===== config.mk =====
export PLATFORM = sky130hd
export DESIGN_NAME = imig_ctrl
export DESIGN_NICKNAME = d
export VERILOG_FILES = /design/src/imig_pkg.sv /design/src/imig_sync2.sv /design/src/imig_ctrl.sv
export SDC_FILE = /design/constraint.sdc
export NUM_CORES = 1
export LEC_CHECK = 0
export ABC_AREA = 1
export BUFFER_PORTS_ARGS = -buffer_cell sky130_fd_sc_hd__buf_4
export CAP_MARGIN = 20
export CORE_ASPECT_RATIO = 1.5
export CORE_MARGIN = 2
export CORE_UTILIZATION = 58
export CTS_CLUSTER_DIAMETER = 150
export DETAILED_ROUTE_END_ITERATION = 8
export MAX_ROUTING_LAYER = met4
export PLACE_DENSITY_LB_ADDON = 0.05
export SLEW_MARGIN = 10
export SYNTH_ARGS = -nofsm -noshare
export SYNTH_HDL_FRONTEND = slang
export SYNTH_SLANG_ARGS = --single-unit

===== constraint.sdc =====
create_clock -name mclk -period 2.4 [get_ports mclk]
set_input_delay 0.24 -clock mclk [delete_from_list [all_inputs] [get_ports mclk]]
set_output_delay 0.24 -clock mclk [all_outputs]
set_load 0.01 [all_outputs]

===== src/imig_pkg.sv =====
package imig_pkg;

  // ---------------------------------------------------------------
  // Register map
  // ---------------------------------------------------------------
  localparam logic [7:0] CTRL_OFS       = 8'h00;
  localparam logic [7:0] INT_REG_OFS    = 8'h01;
  localparam logic [7:0] STATUS_OFS     = 8'h02;
  localparam logic [7:0] EVT_STAT_OFS   = 8'h03;
  localparam logic [7:0] EVT_CLR_OFS    = 8'h04;
  localparam logic [7:0] EVT_EN_OFS     = 8'h05;
  localparam logic [7:0] CFG_OFS        = 8'h06;
  localparam logic [7:0] SRC_OFS        = 8'h07;
  localparam logic [7:0] RX_ERR_CNT_OFS = 8'h6f;

  // ---------------------------------------------------------------
  // Field positions
  // ---------------------------------------------------------------
  localparam int CTRL_INIT_BIT   = 0;
  localparam int CTRL_IRQEN_BIT  = 1;
  localparam int ST_BOFF_BIT     = 0;
  localparam int ST_RECOV_BIT    = 1;
  localparam int ST_INIT_BIT     = 2;
  localparam int ST_TXEP_BIT     = 3;
  localparam int RXEC_EP_BIT     = 7;
  localparam int CFG_FREEZE_BIT  = 0;
  localparam int EVT_BOFF_BIT    = 0;
  localparam int EVT_RECOV_BIT   = 1;
  localparam int EVT_SRC_BIT     = 2;
  localparam int EVT_W           = 3;

  // ---------------------------------------------------------------
  // Reset values and counts
  // ---------------------------------------------------------------
  localparam logic [1:0] CTRL_RESET     = 2'h1;
  localparam logic       CFG_RESET      = 1'b1;
  localparam logic [7:0] INT_REG_RESET  = 8'h00;
  localparam int         RECOVERY_COUNT = 129;
  localparam int         EP_LIMIT       = 128;
  localparam int         CLKOUT_DIV     = 2;

endpackage : imig_pkg


===== src/imig_sync2.sv =====
`timescale 1ns/1ps
module imig_sync2 #(
  parameter int W = 1
) (
  input  wire logic         mclk,  // system clock
  input  wire logic         rst,   // sync reset
  input  wire logic [W-1:0] d,     // asynchronous level
  output logic      [W-1:0] q      // synchronised level
);
  typedef struct packed {
    logic [W-1:0] s1;
    logic [W-1:0] s2;
  } imig_sync_t;

  imig_sync_t st_reg;
  imig_sync_t st_next;

  always_comb begin
    st_next    = st_reg;
    st_next.s1 = d;
    st_next.s2 = st_reg.s1;
  end

  always_ff @(posedge mclk) begin
    if (rst) begin
      st_reg <= '0;
    end else begin
      st_reg <= st_next;
    end
  end

  assign q = st_reg.s2;
endmodule : imig_sync2


===== src/imig_ctrl.sv =====
// Local design decision: the address-and-strobe port.
`timescale 1ns/1ps
// Function
// - Interrupt register frozen while init set
// - Pin active: nonzero register and enable
// - Init set by reset, write, bus-off
// - Enable clear only gates the pin
// - Clearing init after bus-off starts recovery
// - Recovery counts 129 occurrences before leaving
// - Clock output toggles during reset
// - Error passive flag covers both counters
module imig_ctrl
  import imig_pkg::*;
#(
  parameter int  REC_CNT      = RECOVERY_COUNT,
  parameter int  EP_LVL       = EP_LIMIT,
  parameter bit  OLD_STEPPING = CFG_RESET
) (
  input  wire logic       mclk,          // system clock
  input  wire logic       rst,           // sync reset, active high
  input  wire logic [7:0] addr,          // register address
  input  wire logic [7:0] wdata,         // write data
  input  wire logic       wr,            // write strobe
  input  wire logic       rd,            // read strobe
  output logic      [7:0] rdata,         // read data, cycle after rd
  input  wire logic [7:0] int_source,    // pending source code from core
  input  wire logic       bus_off_evt,   // pin: bus-off entry level
  input  wire logic       recov_occ,     // pin: recovery occurrence level
  input  wire logic [7:0] rx_err_cnt,    // receive error counter
  input  wire logic [7:0] tx_err_cnt,    // transmit error counter
  output logic            irq_pin,       // interrupt pin, active high
  output logic            evt_irq,       // status-event interrupt
  output logic            bus_off_state, // controller in bus-off
  output logic            clk_out        // clock output pin
);

  // ---------------------------------------------------------------
  // State
  // ---------------------------------------------------------------
  typedef enum {S_RUN, S_BOFF, S_RECOV} imig_state_t;

  typedef struct packed {
    imig_state_t fsm;
    logic        init;
    logic        irq_pin_enable;
    logic        freeze_en;
    logic [7:0]  int_reg;
    logic [7:0]  rec_cnt;
    logic        occ_d;
    logic        boff_d;
    logic [EVT_W-1:0] evt_stat;
    logic [EVT_W-1:0] evt_en;
    logic [7:0]  rdata;
    logic        irq_pin;
    logic        evt_irq;
    logic        bus_off;
    logic        clk_out;
  } imig_ctrl_t;

  imig_ctrl_t st_reg;
  imig_ctrl_t st_next;

  logic [1:0] pins_sync;

  imig_sync2 #(.W(2)) u_sync (
    .mclk (mclk),
    .rst  (rst),
    .d    ({recov_occ, bus_off_evt}),
    .q    (pins_sync)
  );

  wire logic boff_rise = pins_sync[0] & ~st_reg.boff_d;
  wire logic occ_rise  = pins_sync[1] & ~st_reg.occ_d;

  // ---------------------------------------------------------------
  // Next state
  // ---------------------------------------------------------------
  logic [EVT_W-1:0] evt_set;
  logic             err_passive;
  logic             wr_ctrl;

  always_comb begin
    st_next        = st_reg;
    evt_set        = '0;
    err_passive    = (32'(rx_err_cnt) >= EP_LVL) || (32'(tx_err_cnt) >= EP_LVL);
    wr_ctrl        = wr && (addr == CTRL_OFS);
    st_next.boff_d = pins_sync[0];
    st_next.occ_d  = pins_sync[1];
    st_next.clk_out = ~st_reg.clk_out;

    if (wr_ctrl) begin
      // Both bits take effect in the same edge
      st_next.init           = wdata[CTRL_INIT_BIT];
      st_next.irq_pin_enable = wdata[CTRL_IRQEN_BIT];
    end
    if (wr && (addr == CFG_OFS)) begin
      st_next.freeze_en = wdata[CFG_FREEZE_BIT];
    end
    if (wr && (addr == EVT_EN_OFS)) begin
      st_next.evt_en = wdata[EVT_W-1:0];
    end

    case (st_reg.fsm)
      S_RUN: begin
        if (boff_rise) begin
          st_next.fsm     = S_BOFF;
          st_next.init    = 1'b1;
          st_next.bus_off = 1'b1;
          evt_set[EVT_BOFF_BIT] = 1'b1;
        end
      end
      S_BOFF: begin
        if (!st_next.init) begin
          st_next.fsm     = S_RECOV;
          st_next.rec_cnt = '0;
        end
      end
      S_RECOV: begin
        if (occ_rise) begin
          if (32'(st_reg.rec_cnt) == REC_CNT - 1) begin
            st_next.fsm     = S_RUN;
            st_next.bus_off = 1'b0;
            evt_set[EVT_RECOV_BIT] = 1'b1;
          end else begin
            st_next.rec_cnt = st_reg.rec_cnt + 8'h01;
          end
        end
      end
      default: begin
        st_next.fsm = S_RUN;
      end
    endcase

    // Older steppings hold the register while init is set
    if (!(st_reg.freeze_en && st_reg.init)) begin
      st_next.int_reg = int_source;
      if (int_source != st_reg.int_reg && int_source != INT_REG_RESET) begin
        evt_set[EVT_SRC_BIT] = 1'b1;
      end
    end

    // Set wins over clear
    if (wr && (addr == EVT_CLR_OFS)) begin
      st_next.evt_stat = st_reg.evt_stat & ~wdata[EVT_W-1:0];
    end
    st_next.evt_stat = st_next.evt_stat | evt_set;

    st_next.irq_pin = (st_next.int_reg != INT_REG_RESET) && st_next.irq_pin_enable;
    st_next.evt_irq = |(st_next.evt_stat & st_next.evt_en);

    st_next.rdata = 8'h00;
    if (rd) begin
      case (addr)
        CTRL_OFS:       st_next.rdata = {6'h00, st_reg.irq_pin_enable, st_reg.init};
        INT_REG_OFS:    st_next.rdata = st_reg.int_reg;
        STATUS_OFS:     st_next.rdata = {4'h0, (32'(tx_err_cnt) >= EP_LVL), st_reg.init,
                                         (st_reg.fsm == S_RECOV), st_reg.bus_off};
        EVT_STAT_OFS:   st_next.rdata = {5'h00, st_reg.evt_stat};
        EVT_EN_OFS:     st_next.rdata = {5'h00, st_reg.evt_en};
        CFG_OFS:        st_next.rdata = {7'h00, st_reg.freeze_en};
        SRC_OFS:        st_next.rdata = int_source;
        RX_ERR_CNT_OFS: st_next.rdata = {err_passive, rx_err_cnt[6:0]};
        default:        st_next.rdata = 8'h00;
      endcase
    end
  end

  // ---------------------------------------------------------------
  // Registers
  // ---------------------------------------------------------------
  always_ff @(posedge mclk) begin
    if (rst) begin
      st_reg                <= '0;
      st_reg.fsm            <= S_RUN;
      st_reg.init           <= CTRL_RESET[CTRL_INIT_BIT];
      st_reg.irq_pin_enable <= CTRL_RESET[CTRL_IRQEN_BIT];
      st_reg.freeze_en      <= OLD_STEPPING;
      st_reg.int_reg        <= INT_REG_RESET;
      // Keeps toggling in reset and leaves an unknown start level at once
      if (st_reg.clk_out) begin
        st_reg.clk_out <= 1'b0;
      end else begin
        st_reg.clk_out <= 1'b1;
      end
    end else begin
      st_reg <= st_next;
    end
  end

  assign rdata         = st_reg.rdata;
  assign irq_pin       = st_reg.irq_pin;
  assign evt_irq       = st_reg.evt_irq;
  assign bus_off_state = st_reg.bus_off;
  assign clk_out       = st_reg.clk_out;

  // ---------------------------------------------------------------
  // Checks
  // ---------------------------------------------------------------
  frozen_hold_a: assert property (@(posedge mclk) disable iff (rst)
    (st_reg.freeze_en && st_reg.init && $past(st_reg.init)) |-> $stable(st_reg.int_reg))
    else $error("interrupt register changed while frozen");

  pin_level_a: assert property (@(posedge mclk) disable iff (rst)
    ##1 (irq_pin == (($past(st_next.int_reg) != 8'h00) && $past(st_next.irq_pin_enable))))
    else $error("interrupt pin level wrong");

  boff_init_a: assert property (@(posedge mclk) disable iff (rst)
    (st_reg.fsm == S_RUN && boff_rise) |=> (st_reg.init && bus_off_state))
    else $error("bus-off did not set init");

  write_init_a: assert property (@(posedge mclk) disable iff (rst)
    (wr_ctrl && st_reg.fsm != S_RUN) |=> (st_reg.init == $past(wdata[0]) &&
      st_reg.irq_pin_enable == $past(wdata[1])))
    else $error("control write not applied in one cycle");

  en_gate_a: assert property (@(posedge mclk) disable iff (rst)
    (wr_ctrl && !wdata[1] && !(st_reg.freeze_en && st_reg.init)) |=>
      (!irq_pin && st_reg.int_reg == $past(int_source)))
    else $error("enable clear did not only gate pin");

  recov_start_a: assert property (@(posedge mclk) disable iff (rst)
    (st_reg.fsm == S_BOFF && !st_next.init) |=> (st_reg.fsm == S_RECOV && st_reg.rec_cnt == 8'h00))
    else $error("recovery not started");

  recov_end_a: assert property (@(posedge mclk) disable iff (rst)
    (st_reg.fsm == S_RECOV && occ_rise && 32'(st_reg.rec_cnt) == REC_CNT - 1) |=> !bus_off_state)
    else $error("recovery did not end at count");

  recov_hold_a: assert property (@(posedge mclk) disable iff (rst)
    (st_reg.fsm == S_RECOV && !(occ_rise && 32'(st_reg.rec_cnt) == REC_CNT - 1)) |=> bus_off_state)
    else $error("left bus-off early");

  clk_toggle_a: assert property (@(posedge mclk)
    ##2 (clk_out != $past(clk_out)))
    else $error("clock output stopped");

  ep_flag_a: assert property (@(posedge mclk) disable iff (rst)
    (rd && addr == 8'h6f && tx_err_cnt >= 8'd128) |=> rdata[7])
    else $error("error passive flag missed transmit counter");

endmodule : imig_ctrl


Yosys cells after proc, flatten, opt, wreduce, memory -nomap -nowiden --
Index checks and enable logic that the tools add are counted.
Word-level totals: output and inout bits 12, register bits after elaboration 75
Operators by class: muxes and demuxes 28, reductions and logical operators 19, equality and inequality tests 18, $lt $le $gt $ge 2, $add $sub $neg 1, bitwise gates (word level) 10
Operators with widths (count):
- $mux 32 | 3
- $pmux 32 s3 | 1
- $pmux 8 s8 | 1
- $mux 33 | 1
- $eq 32x1->1 const B | 1
- $eq 32x2->1 const B | 1
- $eq 32x3->1 const B | 1
- $eq 8x3->1 const B | 4
- $logic_not 32->1 | 1
- $mux 8 | 4
- $eq 8x2->1 const B | 2
- $ge 8x8->1 const B | 2
- $pmux 8 s2 | 1
- $reduce_bool 8->1 | 2
- $mux 1 | 13
- $reduce_and 4->1 | 3
- $ne 2x2->1 const B | 5
- $add 8x1->8 const B | 1
- $eq 8x1->1 const B | 1
- $eq 8x7->1 const B | 1
- $eq 8x8->1 const B | 1
- $logic_not 8->1 | 1
- $ne 8x8->1 | 1
- $logic_and 1x1->1 | 7
- other kinds (12) | 19

Longest topological paths before layout --
Gate-level depths: netlist (run 1).
depth in word-level cells 7, gate-level depth with buffers 11

Modules after synthesis --
From an unflattened synthesis (run 1), not the netlist that was laid out.
Second synthesis, totals: cell total of the unflattened synthesis 379, area total of the unflattened synthesis 2522.4 um2
By module, submodules not included:
- imig_ctrl | times used 1, seq. area each 820.8 um2, cells each 367, area an instance 2412.3 um2
- imig_sync2 | times used 1, seq. area each 80.1 um2, cells each 12, area an instance 110.1 um2

Worst setup path before layout (run 1) --
No wires, ideal clock.
kind reg2reg, start register st_reg[20] (netlist name), end register st_reg[20] (netlist name), arrival time 1.246 ns, setup slack 1.044 ns, period minus slack after synthesis 1.356 ns, stages on the path, launching flop included 10, cell sequence dfxtp_1 > inv_1 > ha_1 > nand3_1 > nor2_1 > o22ai_4 > nand2_4 > inv_4 > nor2_2 > nor2_2
Between the ends: cells in the longest elaborated chain, start to end 4, elaborated cells between the ends (all ways) 7, classes of those cells add/sub: 1; eq/ne: 2; mux: 3; reduce/logical: 1
Ends and longest elaborated chain:
- from (decl) | RTL line imig_ctrl.sv:60 | imig_ctrl_t st_reg;
- from (signal assigned) | RTL line imig_ctrl.sv:186 | st_reg <= st_next;
- $add 8x1->8 | RTL line imig_ctrl.sv:125 | st_next.rec_cnt = st_reg.rec_cnt + 8'h01;
- $mux 8 | RTL line imig_ctrl.sv:120 | if (32'(st_reg.rec_cnt) == REC_CNT - 1) begin
- $mux 8 | RTL line imig_ctrl.sv:119 | if (occ_rise) begin
- $pmux 8 s2 | RTL line imig_ctrl.sv:103 | case (st_reg.fsm)
Several ways; a longest one is shown, not always the timed one. The select of a mux whose other input is x is not followed. A chain may end at the register's enable or synchronous reset.

Worst setup path after layout (run 1) --
start register st_reg[38] (netlist name), end register st_reg (netlist bit irq_pin)
Between the ends: cells in the longest elaborated chain, start to end 4
Ends and longest elaborated chain:
- $logic_and 1x1->1 | RTL line imig_ctrl.sv:135 | if (!(st_reg.freeze_en && st_reg.init)) begin
- $mux 8 | RTL line imig_ctrl.sv:135
- $reduce_bool 8->1 | RTL line imig_ctrl.sv:148 | st_next.irq_pin = (st_next.int_reg != INT_REG_RESET) && st_next.irq_pin_enable;
- $logic_and 1x1->1 | RTL line imig_ctrl.sv:148
Every way passes these cells.

==> results of run 1 <==
==> cells in the mapped netlist, types with 2 or more instances <==
master	instances	share of area (%)
sky130_fd_sc_hd__nor2_4	5	2.3
sky130_fd_sc_hd__o21a_1	2	0.60
sky130_fd_sc_hd__nand3_2	2	0.80
sky130_fd_sc_hd__a21oi_1	20	4.0
sky130_fd_sc_hd__ha_1	2	1.0
sky130_fd_sc_hd__dfxtp_1	45	36
sky130_fd_sc_hd__nor3_1	3	0.60
sky130_fd_sc_hd__nand2_4	3	1.4
sky130_fd_sc_hd__nor2_1	49	7.4
sky130_fd_sc_hd__inv_1	42	6.3
sky130_fd_sc_hd__nand4_1	4	1.0
sky130_fd_sc_hd__clkbuf_1	2	0.30
sky130_fd_sc_hd__nand3_1	26	5.2
sky130_fd_sc_hd__nor2_2	12	3.0
sky130_fd_sc_hd__xnor2_1	8	2.8
sky130_fd_sc_hd__o21ai_0	17	3.4
sky130_fd_sc_hd__o211ai_1	3	0.90
sky130_fd_sc_hd__buf_4	8	2.4
sky130_fd_sc_hd__nand2_1	98	15
==> through the flow <==
step / util [%] / power (mW) / cells / instance area, um2
detailed placement: 67.1 / 0.945 / 444 / 2800
global route: 69.4 / 1.47 / 452 / 2900
floorplan: - / 0.874 / 366 / 2490
CTS: 69.4 / 1.42 / 452 / 2900
finish: 69.4 / 1.42 / 452 / 2900
global placement: 67.1 / 0.942 / 444 / 2800
==> cells in the final DEF, fill, tap and decap left out <==
master and count:
sky130_fd_sc_hd__nand2_1 98, sky130_fd_sc_hd__xnor2_1 8, sky130_fd_sc_hd__o21bai_1 1, sky130_fd_sc_hd__o311ai_0 1
sky130_fd_sc_hd__nor2_2 12, sky130_fd_sc_hd__and3_1 1, sky130_fd_sc_hd__nand3_2 2, sky130_fd_sc_hd__nand4_1 4
sky130_fd_sc_hd__inv_2 1, sky130_fd_sc_hd__dfxtp_1 45, sky130_fd_sc_hd__o22ai_4 1, sky130_fd_sc_hd__clkinv_2 1
sky130_fd_sc_hd__nand2_2 1, sky130_fd_sc_hd__o21a_1 2, sky130_fd_sc_hd__o21bai_4 1, sky130_fd_sc_hd__a21oi_1 20
sky130_fd_sc_hd__clkinv_4 2, sky130_fd_sc_hd__nor3b_1 1, sky130_fd_sc_hd__a31o_2 1, sky130_fd_sc_hd__nor3_1 3
sky130_fd_sc_hd__nand3_1 26, sky130_fd_sc_hd__nand3_4 1, sky130_fd_sc_hd__clkbuf_8 6, sky130_fd_sc_hd__o21ai_0 17
sky130_fd_sc_hd__buf_4 45, sky130_fd_sc_hd__nor2_4 5, sky130_fd_sc_hd__ha_1 2, sky130_fd_sc_hd__o211ai_1 3
sky130_fd_sc_hd__nand2_4 3, sky130_fd_sc_hd__inv_4 1, sky130_fd_sc_hd__nor2_1 49, sky130_fd_sc_hd__inv_1 42
==> report_power, final <==
part | switching, mW | total (mW) | internal, mW
logic | 0.0897 | 0.159 | 0.0697
registers | 0.00926 | 0.768 | 0.758
clock network | 0.256 | 0.489 | 0.233
total | 0.355 | 1.42 | 1.06
==> worst reg2reg max path, delay by kind of cell (launching register included) <==
family	cells	cell delay [ns]
DFF	1	0.41
AOI/OAI and AO/OA	2	0.54
and+or+nand+nor	2	0.49
==> layer usage <==
| metal | part of all wire, % | vias up | GRT usage [%] |
|---|---|---|---|
| met5 | 0 | - | - |
| met4 | 4.0 | 0 | 12.1 |
| met3 | 3.4 | 25 | 3.70 |
| met2 | 56 | 56 | 47.6 |
| met1 | 36 | 1054 | 24.6 |
| li1 | - | 1221 | - |
==> logic make-up (layout without fill, tap and decap cells) <==
family	count (synthesis)	count (layout)	share of synthesized area, %
DFF	45	45	36.1
adders and majority gates	2	2	1.00
xor gates and xnor gates	8	8	2.81
AOI/OAI and AO/OA	47	47	11.5
and+or+nand+nor	206	206	37.9
buffers and inverters	58	98	10.7
==> cell type report <==
| class | count | area [um2] |
|---|---|---|
| Clock buffer | 6 | 82.6 |
| Clock inverter | 2 | 13.8 |
| Fill cell | 397 | 1280 |
| Inverter | 45 | 176 |
| Multi-Input combinational cell | 263 | 1330 |
| Sequential cell | 45 | 901 |
| Tap cell | 46 | 57.6 |
| Timing Repair Buffer | 45 | 338 |
==> how the worst max path moves through the flow <==
stage / end / slack [ns] / depth (start not counted)
after CTS: irq_pin / 0.83 / 4
after global placement: irq_pin / 0.86 / 4
after detailed placement: st_reg[21] / 0.87 / 9
final: irq_pin / 0.87 / 4
after floorplan: st_reg[20] / 1.04 / 9
after global routing: irq_pin / 0.73 / 4
==> results.md, run 1 <==
- The launch point of the critical path is st_reg[38].
- The final hold violation count came to 0.
- Compared with the post-synthesis result, the final layout area differs by 16.1%.
- Setup violations remaining at the end of the flow were counted as 0.
- Dividing the synthesized area by the synthesized cell count gives a little under 7 um2.
- The detailed router finished its first iteration with 102 violations.
- The initialized floorplan defines 29 standard-cell rows.
- Across the VDD grid, the largest voltage drop is 0.000424 V.
- The tree built by TritonCTS fans out to 45 sinks.
- The worst register-to-register path ends at irq_pin.
- In this run the deepest clock path goes through 2 buffers.
- The flow ran to the end, and the final reports show no timing, DRC or antenna violations.
- The die is around 84 um tall.
- The number of nets produced by synthesis is slightly above 400.
- The path class of the tightest hold or removal check is in2reg.
- After clock tree synthesis, the setup repair step added 0 buffers.
- Across the run, the number of max-cap violations was 0.
- For this run, the slowest stage of the critical path takes 0.41 ns.
- The routability congestion estimate from global placement is 0.867.
- The average wire length per cell after detail routing is approximately 13 um.
- The number of hold buffers added after CTS was 0.
- The final setup skew is 0.00610 ns.
- The worst flop-to-flop path startpoint is st_reg[38].
- The share of final-layout standard cells stronger than drive strength 1 is 20.4%.
- The routed design has 5650 um of wire.
- The post-synthesis sequential element count is 45.
- The root buffer selected by CTS is sky130_fd_sc_hd__clkbuf_8.
- The startpoint of the worst hold path is bus_off_evt.
- Counting I/O delays and the setup requirement, the final critical path takes 1.53 ns.
- The width of the die is approximately 58 um.
- Among all flip-flop cells after synthesis, the most frequent one is sky130_fd_sc_hd__dfxtp_1.
- Counting both buffers and inverters, the worst setup path holds a total of 0.
- The worst setup path is launched from a flop.
- Counting cells, the worst reg-to-reg path comes to 4.
- The worst pin sits at a relative slew slack of 69.8%.
- The worst setup slack for register-to-register paths is just under 0.9 ns.
- Setup repair after global routing left no endpoint under its margin.
- Derived from the worst setup path, the maximum achievable clock frequency is 655 MHz.
- Counting the buffers created by CTS gives 5.
- Walking the worst path, the cells encountered are nand2_1, o21ai_0, nand4_1, o21a_1.
- The clock insertion delay at the later pin of the skew report is 0.30 ns.
- The detail-routed via count per cell is between 5 and 6.
- Prior to clock tree synthesis, the placed netlist has a worst setup slack of 0.869 ns.
- The die footprint is slightly below 0.005 mm2.
- The master of the slowest instance on the critical path is sky130_fd_sc_hd__dfxtp_1.
- For this design the static power due to leakage is 1.31 nW.
- The number of flip-flops under the largest register name is 29.
- The arrival time reported for the critical path endpoint is 1.73 ns.
- Detailed placement finished with a half-perimeter wire length of 4450 um.
- The critical path capture point type is a flop.
- For the pin with the worst max-slew slack, the measured transition is 0.452 ns.
- In the final design database the tool counted around 450 nets.
- By startpoint and endpoint, the worst setup path is classified as reg2reg.
- The remaining global-route overflow is 0.
- The remaining design rule violation count is 0.
- The maximum level of the CTS H-tree is 2.
- Data on the critical path is required at its endpoint by between 2 and 3 ns.
- The area of the mapped netlist is 0.00249 mm2.
- Synthesis produced 366 cells.
- The kind of cell with the highest combined delay along the critical path is compound AO/OA/AOI/OAI gates.
- For this block, the via count after detailed routing is 2356.
- The total power per unit cell area is 489 mW/mm2.
- In this run, synthesis inferred 0 flip-flops with an integrated enable.
- The total area inside the core boundary comes to 0.00417 mm2.
- The TritonCTS clock tree is built.
- In the synthesized netlist the async set-or-reset flop fraction comes to 0%.
- The number of routed nets with antenna violations is 0.
- The initial core utilization is approximately three fifths.
- The cell count of the worst hold path is 3.
- The number of warnings printed during yosys synthesis is 0.
- The via count of the first global-routing pass is 2346.
- The initial antenna violation count came to 0.
- Final hold analysis gives a worst-case slack of 0.157 ns.
- After clock tree synthesis, the clock-pin slew on the worst setup and hold paths is 0.09 ns.
- The largest net degree at the start of global routing is 28.
- The number of gates resized after CTS was 0.
- The total routing usage reported by global routing is 25.5%.
- Before antenna repair, the detailed router went through 6 iterations.
- The first-pass GRT wire length is 9510 um.
- The distinct cell type count of the synthesized netlist is 34.
- The post-route setup TNS is 0 ns.
- For hold timing, the worst endpoint is u_sync.st_next[0].
- The final critical path takes up 63.6% of the cycle.
- The sequential fraction of the synthesis area is 36.1%.
- The count of port buffers added during placement is 45.
- The count of pins over their slew limit is 0.
- Setup slack on the critical path of the routed design comes to 0.873 ns.
- During I/O placement, the number of pins put on the boundary was 58.
- The antenna diode count is 0.
- The largest fanout of any net on the critical path is 17.
No activity file was read; power rests on OpenSTA's default activity.
==> run 2: changes to the inputs <==
--- a/config.mk
+++ b/config.mk
@@ -10,7 +10,7 @@
 export CAP_MARGIN = 20
 export CORE_ASPECT_RATIO = 1.5
 export CORE_MARGIN = 2
-export CORE_UTILIZATION = 58
+export CORE_UTILIZATION = 54
 export CTS_CLUSTER_DIAMETER = 150
 export DETAILED_ROUTE_END_ITERATION = 8
 export MAX_ROUTING_LAYER = met4
==> constraint.sdc (replaced) <==
create_clock -name mclk -period 1.48 [get_ports mclk]
set_input_delay 0.148 -clock mclk [delete_from_list [all_inputs] [get_ports mclk]]
set_output_delay 0.148 -clock mclk [all_outputs]
set_load 0.01 [all_outputs]
==> results.md, run 2 (synthesis gave the netlist of run 1 again) <==
- The count of port buffers added during placement is 45 (unchanged).
- The worst IR drop on VDD is 0.000592 V (+40%).
- The summed area of non-filler cells in the final layout is 0.00304 mm2 (+5.1%).
- The flow ran to the end, and the final reports show no timing, DRC or antenna violations.
- The average wire length per cell after detail routing is 12.5 um (+0.10%).
- The post-placement worst setup slack was -0.0372 ns (-0.906 ns).
- The worst hold path belongs to the class in2reg.
- The setup slack after layout is 0.0714 ns (-0.802 ns).
- The remaining design rule violation count is 0 (unchanged).
- The critical path launch point type is a flop.
- Setup repair after global routing could not meet its margin everywhere.
- The area inside the core boundary is 0.00447 mm2 (+7.0%).
- The final period demand of the worst path is 1.41 ns (-0.118 ns).
- The number of maximum-capacitance constraint violations is 0 (unchanged).
- The count of hold buffers inserted by post-cts repair came to 0 (unchanged).
- The detail-routed via count per cell is 5.13 (-1.6%).
- The vertical die dimension is 87.2 um (+3.5%).
- The initial antenna violation count is 0 (unchanged).
- The non-filler instance count after layout is 468 (+3.5%).
- Clock tree synthesis selected as its root buffer the cell sky130_fd_sc_hd__clkbuf_8.
- The total power per unit cell area is 763 mW/mm2 (+56%).
- The first-pass GRT wire length is 9560 um (+0.50%).
- The number of placed cells counting well taps is 459 (+3.4%).
- In the layout the commonest cells are sky130_fd_sc_hd__nand2_1, sky130_fd_sc_hd__buf_4, sky130_fd_sc_hd__nor2_1.
- The sink count of the clock tree is 45 (unchanged).
- The number of routed nets with antenna violations came to 0 (unchanged).
- The clock transition at the registers of the reported paths was 0.09 ns (about the same).
- The worst max-slew margin expressed relative to the limit is 75.6% (+5.8 points).
- The part of the total power dissipated in the clock network is 34.3% (-0.2 points).
- The largest net degree at the start of global routing is 28 (unchanged).
- The worst setup path is captured at a flop.
- The worst path required time is 1.72 ns (-0.88 ns).
- The arrival time reported for the critical path endpoint is 1.65 ns (-0.08 ns).
- The share of total power in combinational logic was 12.1% (+0.8 points).
- The iteration count of the initial detailed-routing pass came to 4 (-2).
- The antenna diode count is 0 (unchanged).
- The library cell used most frequently in the layout, excluding fill and tap cells, is sky130_fd_sc_hd__nand2_1.
- The final hold violation count was 0 (unchanged).
- The slew of the pin with the lowest slew margin is 0.363 ns (-0.0891 ns).
- The TritonCTS clock tree is built.
- The maximum level of the CTS H-tree was 2 (unchanged).
- The width of the die is 59.5 um (+3.4%).
- The row count came to 30 (+3.4%).
- The cell area after placement is 0.00291 mm2 (+4.0%).
- The net switching power is 0.586 mW (+65%).
- The routed via count is 2400 (+1.9%).
- The count of pins over their slew limit is 0 (unchanged).
- The via count of the first global-routing pass was 2294 (-2.2%).
- The remaining global-route overflow came to 0 (unchanged).
- The post-DP HPWL is 4670 um (+4.8%).
- The number of flip-flops under the largest register name is 29 (unchanged).
- The start-to-end type of the worst setup path is reg2reg.
- The routability congestion estimate from global placement is 0.897 (+3.5%).
- The worst hold slack was 0.0540 ns (-0.103 ns).
- The maximum achievable frequency was 710 MHz (+8.4%).
- The initial detailed-routing violation count is 121 (+19%).
- The total routing usage reported by global routing is 24.7% (-0.78 points).
- The proportion of total power due to net switching is 25.2% (+0.21 points).
- The total wirelength of the detailed-routed design is 5860 um (+3.6%).
- The number of buffers created by CTS is 5 (unchanged).
- The part of the cycle the worst path needs is 95.2% (+32 points).
- The post-route setup TNS is 0 ns (unchanged).
- The largest fanout of any net on the critical path is 3 (-14).
- The count of boundary I/O pins was 58 (unchanged).
- The initial core utilization came to 55.8% (-3.9 points).
- The die footprint was 0.00519 mm2 (+7.0%).
- The final number of setup-violating endpoints is 0 (unchanged).
- The sequential cell fraction of total power is 53.6% (-0.6 points).
- Relative to the synthesized area, the layout overhead comes to 22.0%.
- The clock insertion delay at the later pin of the skew report came to 0.29 ns (about the same).
- The cell-internal power came to 1.74 mW (+63%).
- The share of final-layout standard cells stronger than drive strength 1 is 25.5% (+5.0 points).
- The final setup skew is 0.00351 ns (-0.00259 ns).
- The number of nets in the layout is 467 (+3.1%).
- The buffer depth of the longest clock path came to 2 (unchanged).
- The static leakage is 1.39 nW (+5.8%).
## run 2: cell count changes in the layout (fill, tap and decap cells not counted), sizes merged
cell	change
buf	+14
## run 2: power by group through the flow
stage	clock [mW]	combinational, mW	sequential (mW)
2_1_floorplan	0	0.147	1.27
3_3_place_gp	0	0.268	1.27
3_5_place_dp	0	0.272	1.27
4_1_cts	0.826	0.274	1.24
5_1_grt	0.875	0.313	1.25
6_report	0.797	0.280	1.24
## run 2: final cells by class
| cell class | instances | area (um2) |
|---|---|---|
| clock buffer | 6 | 82.6 |
| inverter | 45 | 176 |
| sequential | 45 | 903 |
| timing repair buffer | 59 | 455 |
| clock inverter | 2 | 13.8 |
| tap | 48 | 60.1 |
| multi-input combinational | 263 | 1350 |
| fill | 414 | 1420 |
## run 2: critical path: stages (launching register included)
cell and delay (ns):
sky130_fd_sc_hd__dfxtp_2 0.35, sky130_fd_sc_hd__buf_4 0.11, sky130_fd_sc_hd__ha_1 0.15, sky130_fd_sc_hd__nand2_1 0.13, sky130_fd_sc_hd__nor2_2 0.18, sky130_fd_sc_hd__nand2_1 0.07
sky130_fd_sc_hd__nand2_1 0.06, sky130_fd_sc_hd__nand3_1 0.06, sky130_fd_sc_hd__nand3_1 0.09, sky130_fd_sc_hd__nand2_1 0.06, sky130_fd_sc_hd__nor2_2 0.09
## run 2: routing by layer
metal	up-vias	track usage, %	part of all wire (%)
li1	1254	-	-
met3	11	4.31	2.8
met2	47	48.7	57
met1	1088	23.4	38
met4	0	6.40	1.7
met5	-	-	0
## run 2: stage by stage
stage	total power, mW	util (%)
after floorplan	1.42	-
after global placement	1.54	65.2
after detailed placement	1.54	65.2
after CTS	2.34	67.4
after global routing	2.44	68.1
final	2.32	68.1
## run 2: path summary, 6_finish.rpt
| kind | from | to | slack, ns | cells past startpoint |
|---|---|---|---|---|
| worst min-delay path | bus_off_evt | u_sync.st_next[0] | 0.05 | 3 |
| worst max register to register | st_reg[20] | st_reg[26] | 0.07 | 10 |
| worst max-delay path | st_reg[20] | st_reg[26] | 0.07 | 10 |
| worst min register to register | clk_out | clk_out | 0.39 | 1 |
## run 2: what timing repair did
| action | 4_1_cts | 5_1_grt |
|---|---|---|
| gates cloned | 0 | 0 |
| gates resized for setup | 1 | 10 |
| setup buffers | 0 | 1 |
| pin swaps | 0 | 3 |
| setup endpoints to repair | 7 | 9 |
==> run 3: changes to the inputs <==
--- a/config.mk
+++ b/config.mk
@@ -10,7 +10,7 @@
 export CAP_MARGIN = 20
 export CORE_ASPECT_RATIO = 1.5
 export CORE_MARGIN = 2
-export CORE_UTILIZATION = 54
+export CORE_UTILIZATION = 50
 export CTS_CLUSTER_DIAMETER = 150
 export DETAILED_ROUTE_END_ITERATION = 8
 export MAX_ROUTING_LAYER = met4
==> results.md, run 3 (synthesis gave the netlist of run 1 again) <==
- The sequential cell area was 908 um2 (+0.55%).
- The maximum level of the CTS H-tree is 2 (unchanged).
- The remaining design rule violation count is 0 (unchanged).
- The count of port buffers added during placement is 45 (unchanged).
- The start-to-end type of the worst setup path is reg2reg.
- The post-DP HPWL was 4590 um (-1.7%).
- The clock transition at the registers of the reported paths is 0.09 ns (about the same).
- The worst path required time came to 1.72 ns (about the same).
- TritonCTS built the clock tree.
- The initial core utilization is 51.8% (-4.0 points).
- The iteration count of the initial detailed-routing pass came to 4 (unchanged).
- The arrival time reported for the critical path endpoint is 1.61 ns (-0.04 ns).
- Relative to the synthesized area, the layout overhead comes to 22.7%.
- Leaving out fill and tap cells, the most frequent cell in the layout is sky130_fd_sc_hd__nand2_1.
- The critical path launch point type is a flop.
- The critical path capture point type is a flop.
- The root buffer selected by CTS is sky130_fd_sc_hd__clkbuf_8.
- The number of flip-flops under the largest register name is 29 (unchanged).
- The die footprint came to 0.00558 mm2 (+7.5%).
- The endpoint identified for the worst register-to-register timing path is st_reg[20].
- The total routing usage reported by global routing was 23.6% (-1.1 points).
- The number of nets in the layout was 467 (unchanged).
- The buffer depth of the longest clock path is 2 (unchanged).
- The final hold violation count is 0 (unchanged).
- The vertical die dimension is 90.5 um (+3.7%).
- The final core area utilization is 63.6% (-4.5 points).
- The post-placement worst setup slack is -0.0204 ns (+0.0167 ns).
- The part of the cycle the worst path needs is 92.8% (-2.4 points).
- The area inside the core boundary is 0.00481 mm2 (+7.7%).
- The total wirelength of the detailed-routed design is 5900 um (+0.72%).
- The final period demand of the worst path is 1.37 ns (-0.0357 ns).
- The critical path capture point is st_reg[20].
- Setup repair after global routing left no endpoint under its margin.
- The kind of path behind the tightest hold check is in2reg.
- The depth of the worst register-to-register path is 9 (-1).
- The startpoint identified for the worst register-to-register timing path is st_reg[21].
- The row count is 31 (+3.3%).
- The maximum achievable frequency is 728 MHz (+2.6%).
- The number of routed nets with antenna violations was 0 (unchanged).
- The first-pass GRT wire length was 9810 um (+2.7%).
- The count of boundary I/O pins is 58 (unchanged).
- The critical path starts at st_reg[21].
- In the layout the commonest cells are sky130_fd_sc_hd__nand2_1, sky130_fd_sc_hd__buf_4, sky130_fd_sc_hd__nor2_1.
- The share of final-layout standard cells stronger than drive strength 1 was 25.0% (-0.48 points).
- The routability congestion estimate from global placement is 0.891 (-0.67%).
- The number of buffers created by CTS is 5 (unchanged).
- The largest fanout of any net on the critical path is 4 (+1).
- The post-route setup TNS is 0 ns (unchanged).
- The detail-routed via count per cell is 4.86 (-5.3%).
- The run finished with clean final reports.
- The count of pins over their slew limit is 0 (unchanged).
- The clock insertion delay at the later pin of the skew report came to 0.30 ns (about the same).
- The final number of setup-violating endpoints came to 0 (unchanged).
- The average wire length per cell after detail routing is 12.1 um (-3.0%).
- The filler cell count in the final layout was 478 (+15%).
- The remaining global-route overflow was 0 (unchanged).
- The setup slack after layout is 0.107 ns (+0.0357 ns).
- The largest net degree at the start of global routing is 28 (unchanged).
- The worst setup slack for register-to-register paths is 0.11 ns (+0.04 ns).
- The final setup skew is 0.00731 ns (+0.00380 ns).
- The sink count of the clock tree came to 45 (unchanged).
- The worst IR drop on VDD was 0.000637 V (+7.8%).
- The total power per unit cell area was 758 mW/mm2 (-0.66%).
- The initial antenna violation count is 0 (unchanged).
- The slew of the pin with the lowest slew margin came to 0.291 ns (-0.0721 ns).
- The static leakage is 1.38 nW (-0.56%).
- The width of the die is 61.7 um (+3.7%).
- The routed via count came to 2360 (-1.7%).
- The worst max-slew margin expressed relative to the limit is 80.4% (+4.8 points).
- The via count of the first global-routing pass is 2190 (-4.5%).
- The antenna diode count was 0 (unchanged).
- The total area of multi-input combinational cells is 0.00135 mm2 (-0.37%).
- The number of maximum-capacitance constraint violations is 0 (unchanged).
- The initial detailed-routing violation count came to 164 (+36%).
[run 3: changes by cell type in the layout (fill, tap and decap cells not counted)]
cell,delta
sky130_fd_sc_hd__dfxtp_2,-2
sky130_fd_sc_hd__dfxtp_4,+2
sky130_fd_sc_hd__clkbuf_8,-1
sky130_fd_sc_hd__clkinv_4,-1
sky130_fd_sc_hd__clkinvlp_4,+1
sky130_fd_sc_hd__inv_1,+1
sky130_fd_sc_hd__inv_2,-1
sky130_fd_sc_hd__inv_6,+1
sky130_fd_sc_hd__nor3b_1,+1
sky130_fd_sc_hd__nor3b_2,-1
[run 3: critical path, stage by stage, from the launching register on]
cell	delay, ns
sky130_fd_sc_hd__dfxtp_4	0.36
sky130_fd_sc_hd__inv_1	0.06
sky130_fd_sc_hd__ha_2	0.17
sky130_fd_sc_hd__nand3_2	0.08
sky130_fd_sc_hd__nor2_4	0.14
sky130_fd_sc_hd__o22ai_4	0.11
sky130_fd_sc_hd__buf_4	0.15
sky130_fd_sc_hd__nand3_1	0.08
sky130_fd_sc_hd__nand2_1	0.07
sky130_fd_sc_hd__nor2_2	0.10
[run 3: final cells by class]
type,count,area share (%)
Sequential cell,45,29.7
Inverter,45,5.77
Multi-Input combinational cell,263,44.0
Clock inverter,3,0.695
Timing Repair Buffer,59,14.9
Tap cell,66,2.70
Clock buffer,5,2.25
[run 3: what timing repair did]
item,CTS,global route
pin swaps,0,6
hold buffers,0,0
buffers inserted,0,4
resized for setup,1,10
endpoints found under the setup margin,5,9
hold endpoints to repair,0,0
[run 3: worst min-delay path by stage]
stage,startpoint,cells after the start,to,slack (ns)
floorplan,bus_off_evt,2,u_sync.st_next[0],0.25
global placement,clk_out,1,clk_out,0.36
detailed placement,recov_occ,3,u_sync.st_next[1],0.36
CTS,recov_occ,3,u_sync.st_next[1],0.04
global route,recov_occ,3,u_sync.st_next[1],0.05
finish,recov_occ,3,u_sync.st_next[1],0.04
[run 3: per-stage QoR]
| step | area (um2) | power (mW) | instances | hold slack [ns] |
|---|---|---|---|---|
| after detailed placement | 2910 | 1.54 | 474 | 0.360 |
| after global routing | 3060 | 2.42 | 486 | 0.0492 |
| after floorplan | 2490 | 1.42 | 366 | 0.255 |
| after global placement | 2910 | 1.53 | 474 | 0.359 |
| after CTS | 3000 | 2.32 | 482 | 0.0384 |
| final | 3060 | 2.32 | 486 | 0.0426 |
[run 3: layer usage]
metal	share of wire, %	global-route usage (%)	vias to the layer above
met4	1.9	7.62	0
met5	0	-	-
met3	3.8	4.44	10
li1	-	-	1248
met2	54	38.8	48
met1	41	28.1	1054
[run 3: report_power, final]
group	switching (mW)	internal (mW)	total (mW)
Sequential	0.0150	1.23	1.24
Clock	0.457	0.336	0.793
Combinational	0.155	0.126	0.281
